## src/design/timer_params.svh

```systemverilog
// constants for the channel delay and pulse timer: offsets, fields, resets, timing
`ifndef TIMER_PARAMS_SVH
`define TIMER_PARAMS_SVH

// ==========================================================================
// register byte offsets on the wishbone bus
`define ADR_CLK_CTRL     8'h00
`define ADR_TIMER_DIV    8'h04
`define ADR_STATUS       8'h08
`define ADR_CH_BASE      8'h10
`define CH_STRIDE        8'h10
`define OFS_DELAY_COUNT  4'h0
`define OFS_PULSE_ON     4'h4
`define OFS_PULSE_OFF    4'h8

// ==========================================================================
// field positions
`define CLK_SEL_EXT_BIT  2
`define DIV_DELAY_LSB    0
`define DIV_PULSE_LSB    4
`define STAT_OUT_LSB     0
`define STAT_DELAY_LSB   4
`define STAT_PULSE_LSB   8

// ==========================================================================
// reset values
`define RST_CLK_CTRL     3'h0
`define RST_DIV_FIELD    4'h0
`define RST_COUNT        10'h000
// primed so the first oscillator tick lands on the first edge after release
`define RST_OSC_ACC      6'h0f

// ==========================================================================
// timing: internal oscillator period and reference clock period, in ns
`define OSC_PERIOD_NS    40
`define REF_PERIOD_NS    25
`define DIV_MAX_LOG2     4'h7

`endif

```

## src/design/timer_pkg.sv

```systemverilog
// types shared by the channel delay and pulse timer design
`default_nettype none
package timer_pkg;
  typedef enum logic [2:0] {
    CH_IDLE      = 3'b000,
    CH_DELAY     = 3'b001,
    CH_PULSE_ON  = 3'b010,
    CH_PULSE_OFF = 3'b011,
    CH_STEADY    = 3'b100
  } chan_state_t;

  typedef logic [9:0] count_t;
  typedef logic [3:0] div_field_t;
  typedef logic [6:0] prescale_t;
endpackage : timer_pkg
`default_nettype wire

```

## src/design/channel_timer.sv

```systemverilog
// one channel: captures settings at on-input rise, runs turn-on delay and pulse train
`include "timer_params.svh"
`default_nettype none
module channel_timer (
  input  wire logic                  ref_clk,
  input  wire logic                  rst_n,
  input  wire logic                  on_level,
  input  wire logic                  on_rise,
  input  wire logic                  delay_tick,
  input  wire logic                  pulse_tick,
  input  wire timer_pkg::count_t     delay_cfg,
  input  wire timer_pkg::count_t     pulse_on_cfg,
  input  wire timer_pkg::count_t     pulse_off_cfg,
  output logic                       out_on,
  output timer_pkg::chan_state_t     state
);
  import timer_pkg::*;

  chan_state_t state_ff, nxt_state;
  count_t      cnt_ff, nxt_cnt;
  count_t      on_lat_ff, nxt_on_lat;
  count_t      off_lat_ff, nxt_off_lat;
  logic        out_ff, nxt_out;

  // ========================================================================
  // channel sequencer
  // falling input wins over everything so the current never outlives the frame
  always_comb begin
    nxt_state   = state_ff;
    nxt_cnt     = cnt_ff;
    nxt_on_lat  = on_lat_ff;
    nxt_off_lat = off_lat_ff;
    nxt_out     = out_ff;
    if (!on_level) begin
      nxt_state = CH_IDLE;
      nxt_out   = 1'b0;
    end else if (on_rise) begin
      nxt_on_lat  = pulse_on_cfg;
      nxt_off_lat = pulse_off_cfg;
      if (delay_cfg == 10'h000) begin
        // zero delay: skip straight to the lit phase
        nxt_out = 1'b1;
        if (pulse_on_cfg == 10'h000 || pulse_off_cfg == 10'h000) begin
          nxt_state = CH_STEADY;
        end else begin
          nxt_state = CH_PULSE_ON;
          nxt_cnt   = pulse_on_cfg;
        end
      end else begin
        nxt_state = CH_DELAY;
        nxt_cnt   = delay_cfg;
        nxt_out   = 1'b0;
      end
    end else begin
      unique case (state_ff)
        CH_IDLE: begin
          nxt_out = 1'b0; // input high without a seen rise stays dark
        end
        CH_DELAY: begin
          if (delay_tick) begin
            if (cnt_ff == 10'h001) begin
              nxt_out = 1'b1;
              if (on_lat_ff == 10'h000 || off_lat_ff == 10'h000) begin
                nxt_state = CH_STEADY;
              end else begin
                nxt_state = CH_PULSE_ON;
                nxt_cnt   = on_lat_ff;
              end
            end else begin
              nxt_cnt = cnt_ff - 10'h001;
            end
          end
        end
        CH_PULSE_ON: begin
          if (pulse_tick) begin
            if (cnt_ff == 10'h001) begin
              nxt_state = CH_PULSE_OFF;
              nxt_cnt   = off_lat_ff;
              nxt_out   = 1'b0;
            end else begin
              nxt_cnt = cnt_ff - 10'h001;
            end
          end
        end
        CH_PULSE_OFF: begin
          if (pulse_tick) begin
            if (cnt_ff == 10'h001) begin
              nxt_state = CH_PULSE_ON;
              nxt_cnt   = on_lat_ff;
              nxt_out   = 1'b1;
            end else begin
              nxt_cnt = cnt_ff - 10'h001;
            end
          end
        end
        CH_STEADY: begin
          nxt_out = 1'b1;
        end
        default: begin
          nxt_state = CH_IDLE;
          nxt_out   = 1'b0;
        end
      endcase
    end
  end

  // sequencer registers
  always_ff @(posedge ref_clk or negedge rst_n) begin
    if (!rst_n) begin
      state_ff   <= CH_IDLE;
      cnt_ff     <= `RST_COUNT;
      on_lat_ff  <= `RST_COUNT;
      off_lat_ff <= `RST_COUNT;
      out_ff     <= 1'b0;
    end else begin
      state_ff   <= nxt_state;
      cnt_ff     <= nxt_cnt;
      on_lat_ff  <= nxt_on_lat;
      off_lat_ff <= nxt_off_lat;
      out_ff     <= nxt_out;
    end
  end

  assign out_on = out_ff;
  assign state  = state_ff;

  // ========================================================================
  // checks
  a_fall_forces_off: assert property (
    @(posedge ref_clk) disable iff (!rst_n) !on_level |=> !out_ff)
    else $error("output still on after on-input fell");

  a_zero_delay_on: assert property (
    @(posedge ref_clk) disable iff (!rst_n)
    (on_rise && on_level && delay_cfg == 10'h000) |=> out_ff)
    else $error("zero delay did not light output at once");

  a_delay_stays_dark: assert property (
    @(posedge ref_clk) disable iff (!rst_n)
    (on_rise && on_level && delay_cfg != 10'h000) |=> (!out_ff && state_ff == CH_DELAY))
    else $error("output lit before delay expired");

  a_steady_zero_count: assert property (
    @(posedge ref_clk) disable iff (!rst_n)
    (state_ff == CH_STEADY) |-> (out_ff && (on_lat_ff == 10'h000 || off_lat_ff == 10'h000)))
    else $error("steady on with both pulse counts nonzero");

  a_latch_held: assert property (
    @(posedge ref_clk) disable iff (!rst_n)
    !(on_rise && on_level) |=> $stable(on_lat_ff) && $stable(off_lat_ff))
    else $error("pulse counts changed outside a rising edge");
endmodule : channel_timer
`default_nettype wire

```

## src/design/channel_delay_pulse_timer.sv

```systemverilog
// three-channel turn-on delay and pulse timer with a classic wishbone register slave
//
// Summary of operation
// - timer clock: internal oscillator or external, bit 2
// - delay is a 10-bit down-counter per channel
// - output lights once delay counter reaches zero
// - on-input falling edge switches output off always
// - longest undivided delay is 1023 timer periods
// - delay clock divided by power of two field
// - delay count captured at on-input rising edge
// - zero delay count means output lights immediately
// - two 10-bit counters set on and off time
// - pulse period is sum of the two counts
// - pulse clock has its own power-of-two divider
// - pulse counts captured at on-input rising edge
// - zero on or off count disables pulsing
// - delay and pulsing work in every power mode
// - settings writable anytime, active at next rise; dividers and clock select apply at once
//
// Design decisions made here: the Wishbone slave port and the register addresses.
`include "timer_params.svh"
`default_nettype none
module channel_delay_pulse_timer (
  input  wire logic        ref_clk,
  input  wire logic        rst_n,
  input  wire logic        wb_cyc_i,
  input  wire logic        wb_stb_i,
  input  wire logic        wb_we_i,
  input  wire logic [7:0]  wb_adr_i,
  input  wire logic [3:0]  wb_sel_i,
  input  wire logic [31:0] wb_dat_i,
  output logic      [31:0] wb_dat_o,
  output logic             wb_ack_o,
  input  wire logic [2:0]  channel_on_input,
  input  wire logic        ext_timer_clk,
  output logic      [2:0]  channel_out_enable
);
  import timer_pkg::*;

  // ========================================================================
  // helper functions
  // power-of-two divide mask; codes above seven clamp to the largest ratio
  function automatic prescale_t div_mask(input div_field_t field);
    div_field_t eff;
    eff = (field > `DIV_MAX_LOG2) ? `DIV_MAX_LOG2 : field;
    div_mask = prescale_t'((8'h01 << eff) - 8'h01);
  endfunction : div_mask

  // byte-lane merge for wishbone writes
  function automatic logic [31:0] wr_merge(input logic [31:0] old_val,
                                           input logic [31:0] wr_val,
                                           input logic [3:0]  sel);
    logic [31:0] res;
    res = old_val;
    for (int b = 0; b < 4; b++) begin
      if (sel[b]) begin
        res[b*8 +: 8] = wr_val[b*8 +: 8];
      end
    end
    wr_merge = res;
  endfunction : wr_merge

  // channel index of a per-channel address, 2'h3 when not a channel register
  function automatic logic [1:0] ch_index(input logic [7:0] adr);
    logic [7:0] rel;
    rel = adr - `ADR_CH_BASE;
    if (adr >= `ADR_CH_BASE && rel < 8'(3 * `CH_STRIDE) && rel[3:0] <= `OFS_PULSE_OFF
        && rel[1:0] == 2'b00) begin
      ch_index = rel[5:4];
    end else begin
      ch_index = 2'h3;
    end
  endfunction : ch_index

  // ========================================================================
  // declarations
  logic [2:0]  clk_ctrl_ff, nxt_clk_ctrl;
  div_field_t  delay_div_ff, nxt_delay_div;
  div_field_t  pulse_div_ff, nxt_pulse_div;
  count_t      delay_cfg_ff [0:2];
  count_t      nxt_delay_cfg [0:2];
  count_t      pon_cfg_ff [0:2];
  count_t      nxt_pon_cfg [0:2];
  count_t      poff_cfg_ff [0:2];
  count_t      nxt_poff_cfg [0:2];
  logic        ack_ff, nxt_ack;
  logic [31:0] rdat_ff, nxt_rdat;

  logic [2:0]  on_s1_ff, on_s2_ff, on_prev_ff;
  logic        ext_s1_ff, ext_s2_ff, ext_prev_ff;
  logic [5:0]  osc_acc_ff, nxt_osc_acc;
  logic        osc_tick_ff, nxt_osc_tick;
  prescale_t   pre_ff, nxt_pre;

  logic        timer_tick;
  logic        delay_tick;
  logic        pulse_tick;
  logic [2:0]  on_rise;
  logic [2:0]  ch_out;
  chan_state_t ch_state [0:2];
  logic        bus_req;
  logic [1:0]  req_ch;

  // ========================================================================
  // pin synchronisers: two flops, then an edge flop reading the second
  always_ff @(posedge ref_clk or negedge rst_n) begin
    if (!rst_n) begin
      on_s1_ff    <= 3'h0;
      on_s2_ff    <= 3'h0;
      on_prev_ff  <= 3'h0;
      ext_s1_ff   <= 1'b0;
      ext_s2_ff   <= 1'b0;
      ext_prev_ff <= 1'b0;
    end else begin
      on_s1_ff    <= channel_on_input;
      on_s2_ff    <= on_s1_ff;
      on_prev_ff  <= on_s2_ff;
      ext_s1_ff   <= ext_timer_clk;
      ext_s2_ff   <= ext_s1_ff;
      ext_prev_ff <= ext_s2_ff;
    end
  end

  assign on_rise = on_s2_ff & ~on_prev_ff;

  // ========================================================================
  // internal oscillator: fractional accumulator gives the 40 ns period on average
  // jitter of one reference cycle is traded for needing no second clock
  always_comb begin
    nxt_osc_acc  = osc_acc_ff + 6'(`REF_PERIOD_NS);
    nxt_osc_tick = 1'b0;
    if (nxt_osc_acc >= 6'(`OSC_PERIOD_NS)) begin
      nxt_osc_acc  = nxt_osc_acc - 6'(`OSC_PERIOD_NS);
      nxt_osc_tick = 1'b1;
    end
  end

  // oscillator registers
  always_ff @(posedge ref_clk or negedge rst_n) begin
    if (!rst_n) begin
      osc_acc_ff  <= `RST_OSC_ACC; // avoids two tickless cycles after release
      osc_tick_ff <= 1'b0;
    end else begin
      osc_acc_ff  <= nxt_osc_acc;
      osc_tick_ff <= nxt_osc_tick;
    end
  end

  // timer clock source; an external edge is only seen if it is slower than ref_clk
  assign timer_tick = clk_ctrl_ff[`CLK_SEL_EXT_BIT] ? (ext_s2_ff & ~ext_prev_ff)
                                                    : osc_tick_ff;

  // ========================================================================
  // shared prescaler; each divider picks its own ratio from it
  always_comb begin
    nxt_pre = timer_tick ? pre_ff + 7'h01 : pre_ff;
  end

  // prescaler register
  always_ff @(posedge ref_clk or negedge rst_n) begin
    if (!rst_n) begin
      pre_ff <= 7'h00;
    end else begin
      pre_ff <= nxt_pre;
    end
  end

  assign delay_tick = timer_tick && ((pre_ff & div_mask(delay_div_ff)) == div_mask(delay_div_ff));
  assign pulse_tick = timer_tick && ((pre_ff & div_mask(pulse_div_ff)) == div_mask(pulse_div_ff));

  // ========================================================================
  // wishbone slave: one wait state, ack for one cycle, unmapped reads give zero
  assign bus_req = wb_cyc_i && wb_stb_i && !ack_ff;
  assign req_ch  = ch_index(wb_adr_i);

  always_comb begin
    nxt_clk_ctrl  = clk_ctrl_ff;
    nxt_delay_div = delay_div_ff;
    nxt_pulse_div = pulse_div_ff;
    nxt_delay_cfg = delay_cfg_ff;
    nxt_pon_cfg   = pon_cfg_ff;
    nxt_poff_cfg  = poff_cfg_ff;
    nxt_ack       = bus_req;
    nxt_rdat      = rdat_ff;
    if (bus_req) begin
      nxt_rdat = 32'h0000_0000;
      // channel count writes land in shadow settings only; channels copy them at a rise
      if (wb_we_i) begin
        if (wb_adr_i == `ADR_CLK_CTRL) begin
          nxt_clk_ctrl = 3'(wr_merge(32'(clk_ctrl_ff), wb_dat_i, wb_sel_i));
        end else if (wb_adr_i == `ADR_TIMER_DIV) begin
          nxt_delay_div = 4'(wr_merge(32'(delay_div_ff), wb_dat_i, wb_sel_i));
          nxt_pulse_div = 4'(wr_merge({24'h0, pulse_div_ff, 4'h0}, wb_dat_i, wb_sel_i) >> 4);
        end else if (req_ch != 2'h3) begin
          unique case (wb_adr_i[3:0])
            `OFS_DELAY_COUNT: nxt_delay_cfg[req_ch] =
              10'(wr_merge(32'(delay_cfg_ff[req_ch]), wb_dat_i, wb_sel_i));
            `OFS_PULSE_ON: nxt_pon_cfg[req_ch] =
              10'(wr_merge(32'(pon_cfg_ff[req_ch]), wb_dat_i, wb_sel_i));
            `OFS_PULSE_OFF: nxt_poff_cfg[req_ch] =
              10'(wr_merge(32'(poff_cfg_ff[req_ch]), wb_dat_i, wb_sel_i));
            default: nxt_rdat = 32'h0000_0000;
          endcase
        end
      end else begin
        if (wb_adr_i == `ADR_CLK_CTRL) begin
          nxt_rdat = 32'(clk_ctrl_ff);
        end else if (wb_adr_i == `ADR_TIMER_DIV) begin
          nxt_rdat = {24'h0, pulse_div_ff, delay_div_ff};
        end else if (wb_adr_i == `ADR_STATUS) begin
          for (int c = 0; c < 3; c++) begin
            nxt_rdat[`STAT_OUT_LSB + c]   = ch_out[c];
            nxt_rdat[`STAT_DELAY_LSB + c] = (ch_state[c] == CH_DELAY);
            nxt_rdat[`STAT_PULSE_LSB + c] = (ch_state[c] == CH_PULSE_ON) ||
                                            (ch_state[c] == CH_PULSE_OFF);
          end
        end else if (req_ch != 2'h3) begin
          unique case (wb_adr_i[3:0])
            `OFS_DELAY_COUNT: nxt_rdat = 32'(delay_cfg_ff[req_ch]);
            `OFS_PULSE_ON:    nxt_rdat = 32'(pon_cfg_ff[req_ch]);
            `OFS_PULSE_OFF:   nxt_rdat = 32'(poff_cfg_ff[req_ch]);
            default:          nxt_rdat = 32'h0000_0000;
          endcase
        end
      end
    end
  end

  // register file and bus answer
  always_ff @(posedge ref_clk or negedge rst_n) begin
    if (!rst_n) begin
      clk_ctrl_ff  <= `RST_CLK_CTRL;
      delay_div_ff <= `RST_DIV_FIELD;
      pulse_div_ff <= `RST_DIV_FIELD;
      ack_ff       <= 1'b0;
      rdat_ff      <= 32'h0000_0000;
      for (int c = 0; c < 3; c++) begin
        delay_cfg_ff[c] <= `RST_COUNT;
        pon_cfg_ff[c]   <= `RST_COUNT;
        poff_cfg_ff[c]  <= `RST_COUNT;
      end
    end else begin
      clk_ctrl_ff  <= nxt_clk_ctrl;
      delay_div_ff <= nxt_delay_div;
      pulse_div_ff <= nxt_pulse_div;
      ack_ff       <= nxt_ack;
      rdat_ff      <= nxt_rdat;
      delay_cfg_ff <= nxt_delay_cfg;
      pon_cfg_ff   <= nxt_pon_cfg;
      poff_cfg_ff  <= nxt_poff_cfg;
    end
  end

  assign wb_ack_o = ack_ff;
  assign wb_dat_o = rdat_ff;

  // ========================================================================
  // channels: the sequencer has no notion of power-control mode, so it runs in all
  for (genvar g = 0; g < 3; g++) begin : g_ch
    channel_timer u_ch (
      .ref_clk       (ref_clk),
      .rst_n         (rst_n),
      .on_level      (on_s2_ff[g]),
      .on_rise       (on_rise[g]),
      .delay_tick    (delay_tick),
      .pulse_tick    (pulse_tick),
      .delay_cfg     (delay_cfg_ff[g]),
      .pulse_on_cfg  (pon_cfg_ff[g]),
      .pulse_off_cfg (poff_cfg_ff[g]),
      .out_on        (ch_out[g]),
      .state         (ch_state[g])
    );
  end

  assign channel_out_enable = ch_out;

  // ========================================================================
  // checks
  a_ack_one_cycle: assert property (
    @(posedge ref_clk) disable iff (!rst_n) wb_ack_o |=> !wb_ack_o)
    else $error("ack held longer than one cycle");

  a_osc_no_gap: assert property (
    @(posedge ref_clk) disable iff (!rst_n) !osc_tick_ff |=> osc_tick_ff)
    else $error("oscillator tick missing two cycles running");

  a_tick_source: assert property (
    @(posedge ref_clk) disable iff (!rst_n)
    (clk_ctrl_ff[`CLK_SEL_EXT_BIT] && timer_tick) |-> (ext_s2_ff && !ext_prev_ff))
    else $error("external clock selected but tick not from its edge");

  a_div_one_passes: assert property (
    @(posedge ref_clk) disable iff (!rst_n)
    (delay_div_ff == 4'h0) |-> (delay_tick == timer_tick))
    else $error("divide by one drops timer ticks");

  a_div_max_clamp: assert property (
    @(posedge ref_clk) disable iff (!rst_n)
    (pulse_div_ff > 4'h7 && pulse_tick) |-> (pre_ff == 7'h7f))
    else $error("pulse divider above seven not clamped to 128");

  a_write_held: assert property (
    @(posedge ref_clk) disable iff (!rst_n)
    (bus_req && wb_we_i && wb_adr_i == `ADR_CH_BASE && wb_sel_i[0] && on_s2_ff[0])
    |=> (delay_cfg_ff[0][7:0] == $past(wb_dat_i[7:0])) && $stable(ch_out[0]))
    else $error("delay write lost or disturbed a running channel");
endmodule : channel_delay_pulse_timer
`default_nettype wire

```

## config.mk

```make
export PLATFORM = sky130hd
export DESIGN_NAME = channel_delay_pulse_timer
export DESIGN_NICKNAME = d
export VERILOG_FILES = /design/src/design/timer_pkg.sv /design/src/design/channel_timer.sv /design/src/design/channel_delay_pulse_timer.sv
export VERILOG_INCLUDE_DIRS = /design/src /design/src/design
export SDC_FILE = /design/constraint.sdc
export NUM_CORES = 1
export LEC_CHECK = 0
export BUFFER_PORTS_ARGS = -buffer_cell sky130_fd_sc_hd__buf_2
export CORE_AREA = 2 2 180 146
export CTS_CLUSTER_DIAMETER = 60
export CTS_CLUSTER_SIZE = 10
export DETAILED_ROUTE_END_ITERATION = 7
export DIE_AREA = 0 0 182 148
export GPL_TIMING_DRIVEN = 0
export PLACE_DENSITY_LB_ADDON = 0.05
export SLEW_MARGIN = 20
export SYNTH_ARGS = -nofsm -noshare
export SYNTH_HDL_FRONTEND = slang
export SYNTH_SLANG_ARGS = --single-unit
export TNS_END_PERCENT = 1
```

## constraint.sdc

```tcl
create_clock -name ref_clk -period 7.1 [get_ports ref_clk]
set_clock_uncertainty 0.15 [all_clocks]
set_input_delay 0 -clock ref_clk [delete_from_list [all_inputs] [get_ports ref_clk]]
set_output_delay 0 -clock ref_clk [all_outputs]
set_load 0.005 [all_outputs]
```

==> flow_summary.json, run 1 <==
{
  "clockBufferDepth": 3,
  "slowest_delay_ns": 0.92,
  "path_cells": "buf_2 -> clkbuf_1 -> clkinv_1 -> clkbuf_1 -> ha_1 -> o31ai_1 -> and2_1 -> clkbuf_1 -> nand2_1 -> clkbuf_1 -> o21ai_0 -> mux2_2",
  "startpoint_type": "input pin",
  "maxCapViolCount": 0,
  "grt_pass1_wl_mm": 67.59,
  "crit_type": "input pin to flop",
  "hold_viol": 0,
  "grt_start_max_net_pins": 95,
  "cts_tree": "yes",
  "synth_cells": 1404,
  "critical-path-slowest-cell": "o21ai_0",
  "syn_area_per_cell_um2": 9.723,
  "avgViaCountPerCell": 6.412,
  "vias": 11940,
  "cts_root_buffer": "clkbuf_16",
  "wirelength_mm": 43.96,
  "coreArea_um2": 25110,
  "grt-ovfl-total": 0,
  "synth_seq_cells": 241,
  "first_global_vias": 11040,
  "drv_slew": 0,
  "cellPowerDensity_nw_per_um2": 233.2,
  "synth-edff-count": 0,
  "final_nets": 1594,
  "cp.required_ns": 7.43,
  "syn2layout_area_growth_pct": 13.58,
  "drt_iter0_drc": 1472,
  "async_flop_share": 1.000,
  "drt_first_pass_iters": 6,
  "synth_warnings": 0,
  "p_leak_uw": 0.007085,
  "period_share": 0.6232,
  "fin_setup_tns_ns": 0,
  "wire_per_inst_um": 23.61,
  "postCtsSetupRepairBufs": 0,
  "multiInputGateArea_um2": 7121,
  "cp_top_family": "buffers and inverters",
  "place_congestion": 1.016,
  "setup_viol": 0,
  "yosysSeqAreaShare": 0.4422,
  "power.total_uw": 3616,
  "final_area_um2": 15500,
  "grt_util_all_layers": 0.3304,
  "fp.dieArea_um2": 26940,
  "netlist_area_um2": 13650,
  "cts.reportedPaths.clkPinSlew_ns": 0.06,
  "ys_types": 81,
  "drive_gt1_frac": 0.1756,
  "ios": 89,
  "clkLatencyLatePin_ns": 0.56,
  "rsz0062_at_grt": "no",
  "final_antenna_net_count": 0,
  "cts_resized": 0,
  "cts_buffers": 28,
  "hold_path_class": "input pin to flop",
  "h-tree-depth": 1,
  "antenna_found_initial": 3,
  "dp_hpwl_mm": 32.80,
  "num_antenna_cells": 0,
  "status": "finished, final reports clean",
  "place_area_um2": 14400,
  "fmax_ghz": 0.2260,
  "rows": 52,
  "io_buffers": 40,
  "cp.buffers_inverters": 6,
  "cp.arrival_ns": 4.75,
  "worstMarginPinSlew_ns": 1.092,
  "final.fill_count": 2178,
  "dieHeight_um": 148,
  "critPathMostFrequentCell": "clkbuf_1",
  "whs_ns": 0.03995,
  "drc_errors": 0,
  "peakVddDrop_uv": 205.1,
  "end_kind": "flop",
  "crit_path_max_fanout": 11,
  "ff_latch_area_um2": 6036,
  "min_period_ns": 4.425,
  "start_util": 0.5435,
  "relSlewSlack": 0.2640,
  "synthFlopType": "dfrtp_1",
  "numClockSinks": 241,
  "fp.dieW_um": 182
}
tightest hold or removal path: cells and delay by family:
family	cells	cell delay, ns
and+or+nand+nor	1	0.27
buffers and inverters	1	0.26
muxes	1	0.17
what timing repair did:
action / in CTS / in global routing
endpoints found under the setup margin: 0 / 0
endpoints found under the hold margin: 295 / 0
hold buffers: 31 / 0
cells in the mapped netlist, types with 18 or more instances:
cell type | count | area [um2]
a21oi_1 | 46 | 230.2
a22oi_1 | 32 | 240.2
a31oi_1 | 18 | 112.6
buf_4 | 25 | 187.7
clkbuf_1 | 58 | 217.7
dfrtp_1 | 237 | 5931
inv_1 | 24 | 90.09
mux2_2 | 128 | 1441
mux2i_1 | 54 | 540.5
nand2_1 | 258 | 968.4
nand3_1 | 26 | 130.1
nor2_1 | 65 | 244.0
nor4_1 | 32 | 200.2
o21ai_0 | 66 | 330.3
state kept, by name, summed over array words and instances (netlist names), 9 cells and up:
signal and cells:
delay_cfg_ff 30, g_ch.u_ch.cnt_ff 30, g_ch.u_ch.off_lat_ff 30, g_ch.u_ch.on_lat_ff 30, g_ch.u_ch.state 9, poff_cfg_ff 30, pon_cfg_ff 30, wb_dat_o 11
power by group:
part / switching [uW] / leakage [uW] / internal [uW]
combinational: 410 / 0.00346 / 327
sequential: 120 / 0.00326 / 1470
clock: 556 / 0.000373 / 733
total: 1090 / 0.00709 / 2530
layout make-up:
cell class                 instances  share of cell area
buffer                            98             0.03099
clock buffer                      39             0.04923
clock inverter                     2           0.0008070
inverter                          25            0.006052
multi-input combinational       1060              0.4592
sequential                       241              0.3893
tap                              324             0.02615
timing repair buffer              73             0.03825
kinds of logic after synthesis:
kind of cell / count (synthesis) / share of synthesized area
AOI/OAI and AO/OA: 300 / 0.1540
DFF: 241 / 0.4422
and+or+nand+nor: 515 / 0.1828
muxes: 188 / 0.1518
other: 1 / 0.0002747
buffers and inverters: 123 / 0.04207
adders and majority gates: 14 / 0.01283
xor gates and xnor gates: 22 / 0.01412
per-stage QoR:
step,utilization,cells,worst slack (ns)
CTS,0.6172,1862,2.977
global placement,0.5706,1788,1.477
floorplan,-,1424,3.956
detailed placement,0.5732,1790,2.535
finish,0.6174,1862,2.675
global route,0.6174,1862,2.645
worst paths after layout:
kind,slack [ns],cells after the start,startpoint,end
max in group asynchronous,5.87,4,rst_n,osc_acc_ff[0]$_DFF_PN1_
worst min register to register,0.20,0,ext_s1_ff$_DFF_PN0_,ext_s2_ff$_DFF_PN0_
min in group asynchronous,0.46,4,rst_n,g_ch[1].u_ch.cnt_ff[8]$_DFFE_PN0P_
worst max register to register,2.97,9,pulse_div_ff[3]$_DFFE_PN0P_,g_ch[2].u_ch.cnt_ff[6]$_DFFE_PN0P_
worst min-delay path,0.04,3,wb_sel_i[0],clk_ctrl_ff[2]$_DFFE_PN0P_
worst max-delay path,2.68,12,wb_adr_i[4],poff_cfg_ff[13]$_DFFE_PN0P_
per-layer routing:
layer	routed length [um]	GRT usage	vias to the layer above
met2	18360	0.4683	566
li1	-	-	5358
met4	1377	0.09355	0
met1	20390	0.5151	5943
met5	0	0	-
met3	3830	0.05913	73
layout by cell type, fill, tap and decap left out, drive strengths merged, types with 17 or more instances in the layout:
master / n
o21ai: 67
conb: 21
a31oi: 18
nor2: 71
nor3: 17
a211oi: 17
nand2: 258
clkbuf: 97
inv: 24
mux2i: 54
nor4: 34
nand3: 26
dlygate4sd3: 30
or4: 17
buf: 83
dfrtp: 237
a21oi: 46
mux2: 134
a22oi: 32
Power figures use the tool's default switching activity.
==> inputs of run 2 (changes only) <==
clock period = 3.87 ns   (was 7.1 ns; I/O delays follow)
==> run 2 against run 1 <==
  * Non-clock buffer count is 2 lower
  * Die area stayed put
  * Critical endpoint is now g_ch[2].u_ch.cnt_ff[6]$_DFFE_PN0P_
  * The run now ends with hold timing left
  * Combinational power is 83% higher
==> flow_summary.json, run 2 (synthesis results as in run 1) <==
{
  "status": "finished with violations",
  "violations": "hold timing",
  "combPwrFrac": 0.204,
  "cts_root_buffer": "clkbuf_16",
  "grt_pass1_wl_mm": 67.64,
  "fmax_ghz": 0.2644,
  "p_switching_uw": 1998,
  "wire_per_inst_um": 23.70,
  "coreArea_um2": 25110,
  "p_int_uw": 4641,
  "grt_start_max_net_pins": 95,
  "worstMarginPinSlew_ns": 0.9555,
  "wirelength_mm": 44.09,
  "relSlewSlack": 0.3601,
  "dp_hpwl_mm": 32.80,
  "setup_ws_ns": 0.08811,
  "hold_viol": 2,
  "start_util": 0.5435,
  "place_congestion": 1.016,
  "clockBufferDepth": 3,
  "startpoint_type": "flop",
  "peakVddDrop_uv": 376.5,
  "maxCapViolCount": 0,
  "rows": 52,
  "final_antenna_net_count": 0,
  "whs_ns": -0.03152,
  "period_share": 0.9772,
  "seqPwrFrac": 0.440,
  "grt-ovfl-total": 0,
  "avgViaCountPerCell": 6.381,
  "swShare": 0.3010,
  "fin_setup_tns_ns": 0,
  "numClockSinks": 241,
  "crit_path_max_fanout": 10,
  "cp.required_ns": 4.15,
  "antenna_found_initial": 4,
  "drive_gt1_frac": 0.1810,
  "p_clk_frac": 0.356,
  "io_buffers": 40,
  "drc_errors": 0,
  "ios": 89,
  "hold_path_class": "input pin to flop",
  "p_leak_uw": 0.007079,
  "drt_iter0_drc": 1316,
  "first_global_vias": 11060,
  "vias": 11870,
  "pre_cts_ws_ns": -0.6955,
  "cts.reportedPaths.clkPinSlew_ns": 0.06,
  "crit_type": "flop to flop",
  "layout_common_cells": "nand2_1, dfrtp_1, mux2_2, clkbuf_1, nor2_1",
  "end_kind": "flop",
  "fp.dieArea_um2": 26940,
  "cts_tree": "yes",
  "fp.dieW_um": 182,
  "cp.arrival_ns": 4.06,
  "final_common_cell": "nand2_1",
  "placedCellCount": 1790,
  "setup_viol": 0,
  "grt_util_all_layers": 0.3306,
  "stdcell_count": 1860,
  "cellPowerDensity_nw_per_um2": 427.7,
  "final_nets": 1592,
  "clkLatencyLatePin_ns": 0.55,
  "syn2layout_area_growth_pct": 13.71,
  "drt_first_pass_iters": 6,
  "h-tree-depth": 1,
  "dieHeight_um": 148,
  "num_antenna_cells": 0,
  "rsz0062_at_grt": "no",
  "drv_slew": 0,
  "cts_buffers": 28,
  "min_period_ns": 3.782
}
## run 2: cell count changes in the layout (fill, tap and decap cells not counted), sizes merged
cell         previous run  this run
clkinvlp                1         2
dlygate4sd3            30        29
clkbuf                 97        96
clkinv                  2         1
## run 2: power by group through the flow
stage / clock [uW] / sequential (uW) / combinational, uW
2_1_floorplan: 0 / 2900 / 972
3_5_place_dp: 0 / 2960 / 1300
5_1_grt: 2510 / 2950 / 1510
6_report: 2370 / 2920 / 1350
4_1_cts: 2400 / 2910 / 1340
3_3_place_gp: 0 / 2950 / 1280
## run 2: repair_timing
item                                    4_1_cts  5_1_grt
hold buffers                                 30        0
buffers inserted                              0        0
endpoints found under the setup margin       24      106
endpoints found under the hold margin       295        0
gates resized for setup                       2       15
gates cloned                                  0        0
pin swaps                                     0        1
## run 2: critical path: stages (launching register included)
cell and delay [ns]:
dfrtp_1 0.46, or4_1 0.60, ha_1 0.28, or3_1 0.41
a211oi_2 0.44, nor2_2 0.25, a31oi_1 0.29, or3_1 0.14
buf_2 0.25, mux2_2 0.38
## run 2: path summary, 6_finish.rpt
path                                             start                                 end  slack, ns  cells past startpoint
min in group asynchronous                        rst_n  g_ch[1].u_ch.cnt_ff[8]$_DFFE_PN0P_       0.46                      4
hold / removal                             wb_adr_i[4]        delay_cfg_ff[29]$_DFFE_PN0P_      -0.03                      4
hold reg to reg                    ext_s1_ff$_DFF_PN0_                 ext_s2_ff$_DFF_PN0_       0.20                      0
setup reg to reg           pulse_div_ff[3]$_DFFE_PN0P_  g_ch[2].u_ch.cnt_ff[6]$_DFFE_PN0P_       0.09                      9
max in group asynchronous                        rst_n             osc_acc_ff[0]$_DFF_PN1_       2.64                      4
setup / recovery           pulse_div_ff[3]$_DFFE_PN0P_  g_ch[2].u_ch.cnt_ff[6]$_DFFE_PN0P_       0.09                      9
## run 2: metrics by stage
step	cell area [um2]	utilization	hold WS, ns	power, uW
after floorplan	13730	-	-0.4456	3869
after global placement	14330	0.5706	-0.04256	4226
after detailed placement	14400	0.5732	-0.1560	4258
after CTS	15490	0.6170	0.008133	6650
after global routing	15520	0.6181	0.01100	6967
final	15520	0.6181	-0.03152	6639
## run 2: routing by layer
| layer | vias to the layer above | track usage | share of wire |
|---|---|---|---|
| met3 | 67 | 0.05913 | 0.084 |
| met2 | 497 | 0.4693 | 0.42 |
| li1 | 5356 | - | - |
| met4 | 0 | 0.09315 | 0.026 |
| met5 | - | 0 | 0 |
| met1 | 5948 | 0.5150 | 0.47 |
## run 2: area by class of cell
class,count,area [um2]
repair buffers,72,583.1
plain buffers,97,476.7
clock buffers,39,763.2
inverters,25,97.59
fillers,2174,9592
flip-flops and latches,241,6036
clock inverters,2,12.51
multi-input cells,1060,7148
well taps,324,405.4
==> inputs of run 3 (changes only) <==
ABC_AREA = 1   (was unset)
CORE_AREA = 2 2 179 146   (was 2 2 180 146)
DIE_AREA = 0 0 181 148   (was 0 0 182 148)
==> run 3 against run 2 <==
  * The run now ends clean
  * Sequential power rose by 4%
  * Flip-flop and latch count unchanged
  * Routed wire length is 6.4% higher
  * Global-route usage up 2.3 points
  * Hold slack gained 0.063 ns
  * Largest power group unchanged
  * Highest routed layer unchanged
==> flow_summary.json, run 3 <==
{
  "rows": 52,
  "yosysMostFrequentCell": "nand2_1",
  "synth_cells": 1854,
  "syn2layout_area_growth_pct": 14.16,
  "fin_setup_tns_ns": 0,
  "synth_warnings": 0,
  "critPathMostFrequentCell": "nand2_1",
  "clockBufferDepth": 3,
  "grt_util_all_layers": 0.3536,
  "synth_xor_xnor_area_share": 0.01609,
  "start_util": 0.5448,
  "ys_types": 50,
  "hold_path_class": "input pin to flop",
  "worstMarginPinSlew_ns": 0.9663,
  "hold_viol": 0,
  "coreArea_um2": 24980,
  "final_common_cell": "nand2_1",
  "cp.required_ns": 4.16,
  "num_antenna_cells": 0,
  "yosysSeqAreaShare": 0.4434,
  "cp_top_family": "simple AND/OR/NAND/NOR gates",
  "wirelength_mm": 46.89,
  "numClockSinks": 241,
  "p_leak_uw": 0.007816,
  "combPwrFrac": 0.234,
  "cts.reportedPaths.clkPinSlew_ns": 0.06,
  "netlist_area_um2": 13610,
  "rsz0062_at_grt": "no",
  "drc_errors": 0,
  "synth_top_family_by_area": "simple AND/OR/NAND/NOR gates",
  "grt-ovfl-total": 0,
  "h-tree-depth": 1,
  "avgViaCountPerCell": 5.874,
  "startpoint_type": "flop",
  "seqPwrFrac": 0.427,
  "maxCapViolCount": 0,
  "swShare": 0.3260,
  "critical-path-slowest-cell": "nand4_1",
  "min_period_ns": 3.560,
  "slowest_delay_ns": 0.58,
  "fp.dieArea_um2": 26790,
  "p_int_uw": 4804,
  "synth.area.top_cells": "dfrtp_1, nand2_1, o21ai_0",
  "synthSimpleGateAreaFrac": 0.2746,
  "end_kind": "flop",
  "synth-edff-count": 0,
  "cts_tree": "yes",
  "regToRegSetupSlack_ns": 0.31,
  "crit_path_max_fanout": 10,
  "wire_per_inst_um": 20.22,
  "io_buffers": 43,
  "synth_seq_cells": 241,
  "ios": 89,
  "path_cells": "inv_1 -> nand2_1 -> nor2_1 -> nand2_1 -> ha_1 -> or2_2 -> nand3_1 -> nand4_1 -> a21oi_1 -> nand2_1 -> buf_2 -> nand2_1 -> nand2_1",
  "final_nets": 2051,
  "async_flop_share": 1.000,
  "fmax_ghz": 0.2809,
  "period_share": 0.9200,
  "drive_gt1_frac": 0.07719,
  "final_antenna_net_count": 0,
  "p_clk_frac": 0.338,
  "cts_root_buffer": "clkbuf_16",
  "p_switching_uw": 2324,
  "cp.buffers_inverters": 2,
  "dp_hpwl_mm": 35.50,
  "synth_adder_area_share": 0.01287,
  "synth_compound_area_frac": 0.1524,
  "yosysTopAreaCellShare": 0.4357,
  "status": "finished, final reports clean",
  "setup_ws_ns": 0.3098,
  "place_area_um2": 14370,
  "pre_cts_ws_ns": 0.4124,
  "clkLatencyLatePin_ns": 0.55,
  "antenna_found_initial": 0,
  "peakVddDrop_uv": 389.7,
  "synth.area.mux_share": 0.002298,
  "yosysTopAreaCell": "dfrtp_1",
  "cellPowerDensity_nw_per_um2": 458.7,
  "crit_type": "flop to flop",
  "layout_common_cells": "nand2_1, dfrtp_1, o21ai_0, inv_1, nand3_1",
  "cts_buffers": 28,
  "setup_viol": 0,
  "syn_area_per_cell_um2": 7.342,
  "first_global_vias": 12870,
  "dieHeight_um": 148,
  "drt_iter0_drc": 1528,
  "synth_common_cells": "nand2_1, dfrtp_1, o21ai_0",
  "drv_slew": 0,
  "drt_first_pass_iters": 6,
  "final_area_um2": 15540,
  "place_congestion": 1.021,
  "relSlewSlack": 0.3523,
  "power.total_uw": 7127,
  "final_core_util": 0.6219,
  "grt_pass1_wl_mm": 73.00,
  "vias": 13620,
  "fp.dieW_um": 181,
  "grt_start_max_net_pins": 95,
  "cp.arrival_ns": 3.85,
  "cts_resized": 0,
  "synthFlopType": "dfrtp_1"
}
==> run 3: path summary, 6_finish.rpt <==
check                                                  from                            endpoint  cells past startpoint
max in group asynchronous                             rst_n             osc_acc_ff[2]$_DFF_PN1_                      4
worst max register to register  delay_div_ff[3]$_DFFE_PN0P_  g_ch[1].u_ch.cnt_ff[4]$_DFFE_PN0P_                     13
worst max-delay path            delay_div_ff[3]$_DFFE_PN0P_  g_ch[1].u_ch.cnt_ff[4]$_DFFE_PN0P_                     13
worst min-delay path                            wb_adr_i[2]             wb_dat_o[8]$_DFFE_PN0P_                      7
worst min register to register        on_s1_ff[2]$_DFF_PN0_               on_s2_ff[2]$_DFF_PN0_                      0
min in group asynchronous                             rst_n  g_ch[0].u_ch.cnt_ff[1]$_DFFE_PN0P_                      4
==> run 3: power by group through the flow <==
stage / Combinational [uW] / Sequential [uW] / Clock, uW
2_1_floorplan: 1170 / 3010 / 0
3_3_place_gp: 1560 / 3070 / 0
3_5_place_dp: 1600 / 3080 / 0
4_1_cts: 1640 / 3040 / 2450
5_1_grt: 1880 / 3080 / 2540
6_report: 1670 / 3050 / 2410
==> run 3: repair_timing <==
action                                  CTS  global route
hold buffers                             35             0
buffers inserted                          0             0
endpoints found under the setup margin    0             0
hold endpoints to repair                325             0
==> run 3: layer usage <==
metal  GRT usage  part of all wire
met4      0.1175             0.035
met5           0                 0
met1      0.4990              0.43
met3     0.06381             0.093
met2      0.5550              0.44
==> run 3: layout make-up <==
type	instances	area, um2
clock inverter	2	35.03
tap	324	405.4
timing repair buffer	80	648.1
inverter	229	863.3
sequential	241	6036
fill	2278	9445
multi-input combinational	1316	6316
clock buffer	39	763.2
buffer	88	471.7
==> run 3: through the flow <==
step                      hold slack, ns  cells
after CTS                        0.01381   2319
after global routing             0.06450   2319
after floorplan                  -0.4456   1874
after global placement          -0.04194   2241
after detailed placement         -0.1789   2243
final                            0.03128   2319
==> run 3: worst reg2reg max path: stages (launching register included) <==
cell,delay (ns)
dfrtp_1,0.40
inv_1,0.12
nand2_1,0.11
nor2_1,0.15
nand2_1,0.10
ha_1,0.25
or2_2,0.31
nand3_1,0.07
nand4_1,0.58
a21oi_1,0.57
nand2_1,0.25
buf_2,0.26
nand2_1,0.08
nand2_1,0.05
==> run 3: cell families after synthesis <==
| family | Yosys count |
|---|---|
| and+or+nand+nor | 870 |
| AOI/OAI and AO/OA | 383 |
| buffers and inverters | 317 |
| DFF | 241 |
| xor gates and xnor gates | 25 |
| adders and majority gates | 14 |
| muxes | 3 |
| other | 1 |
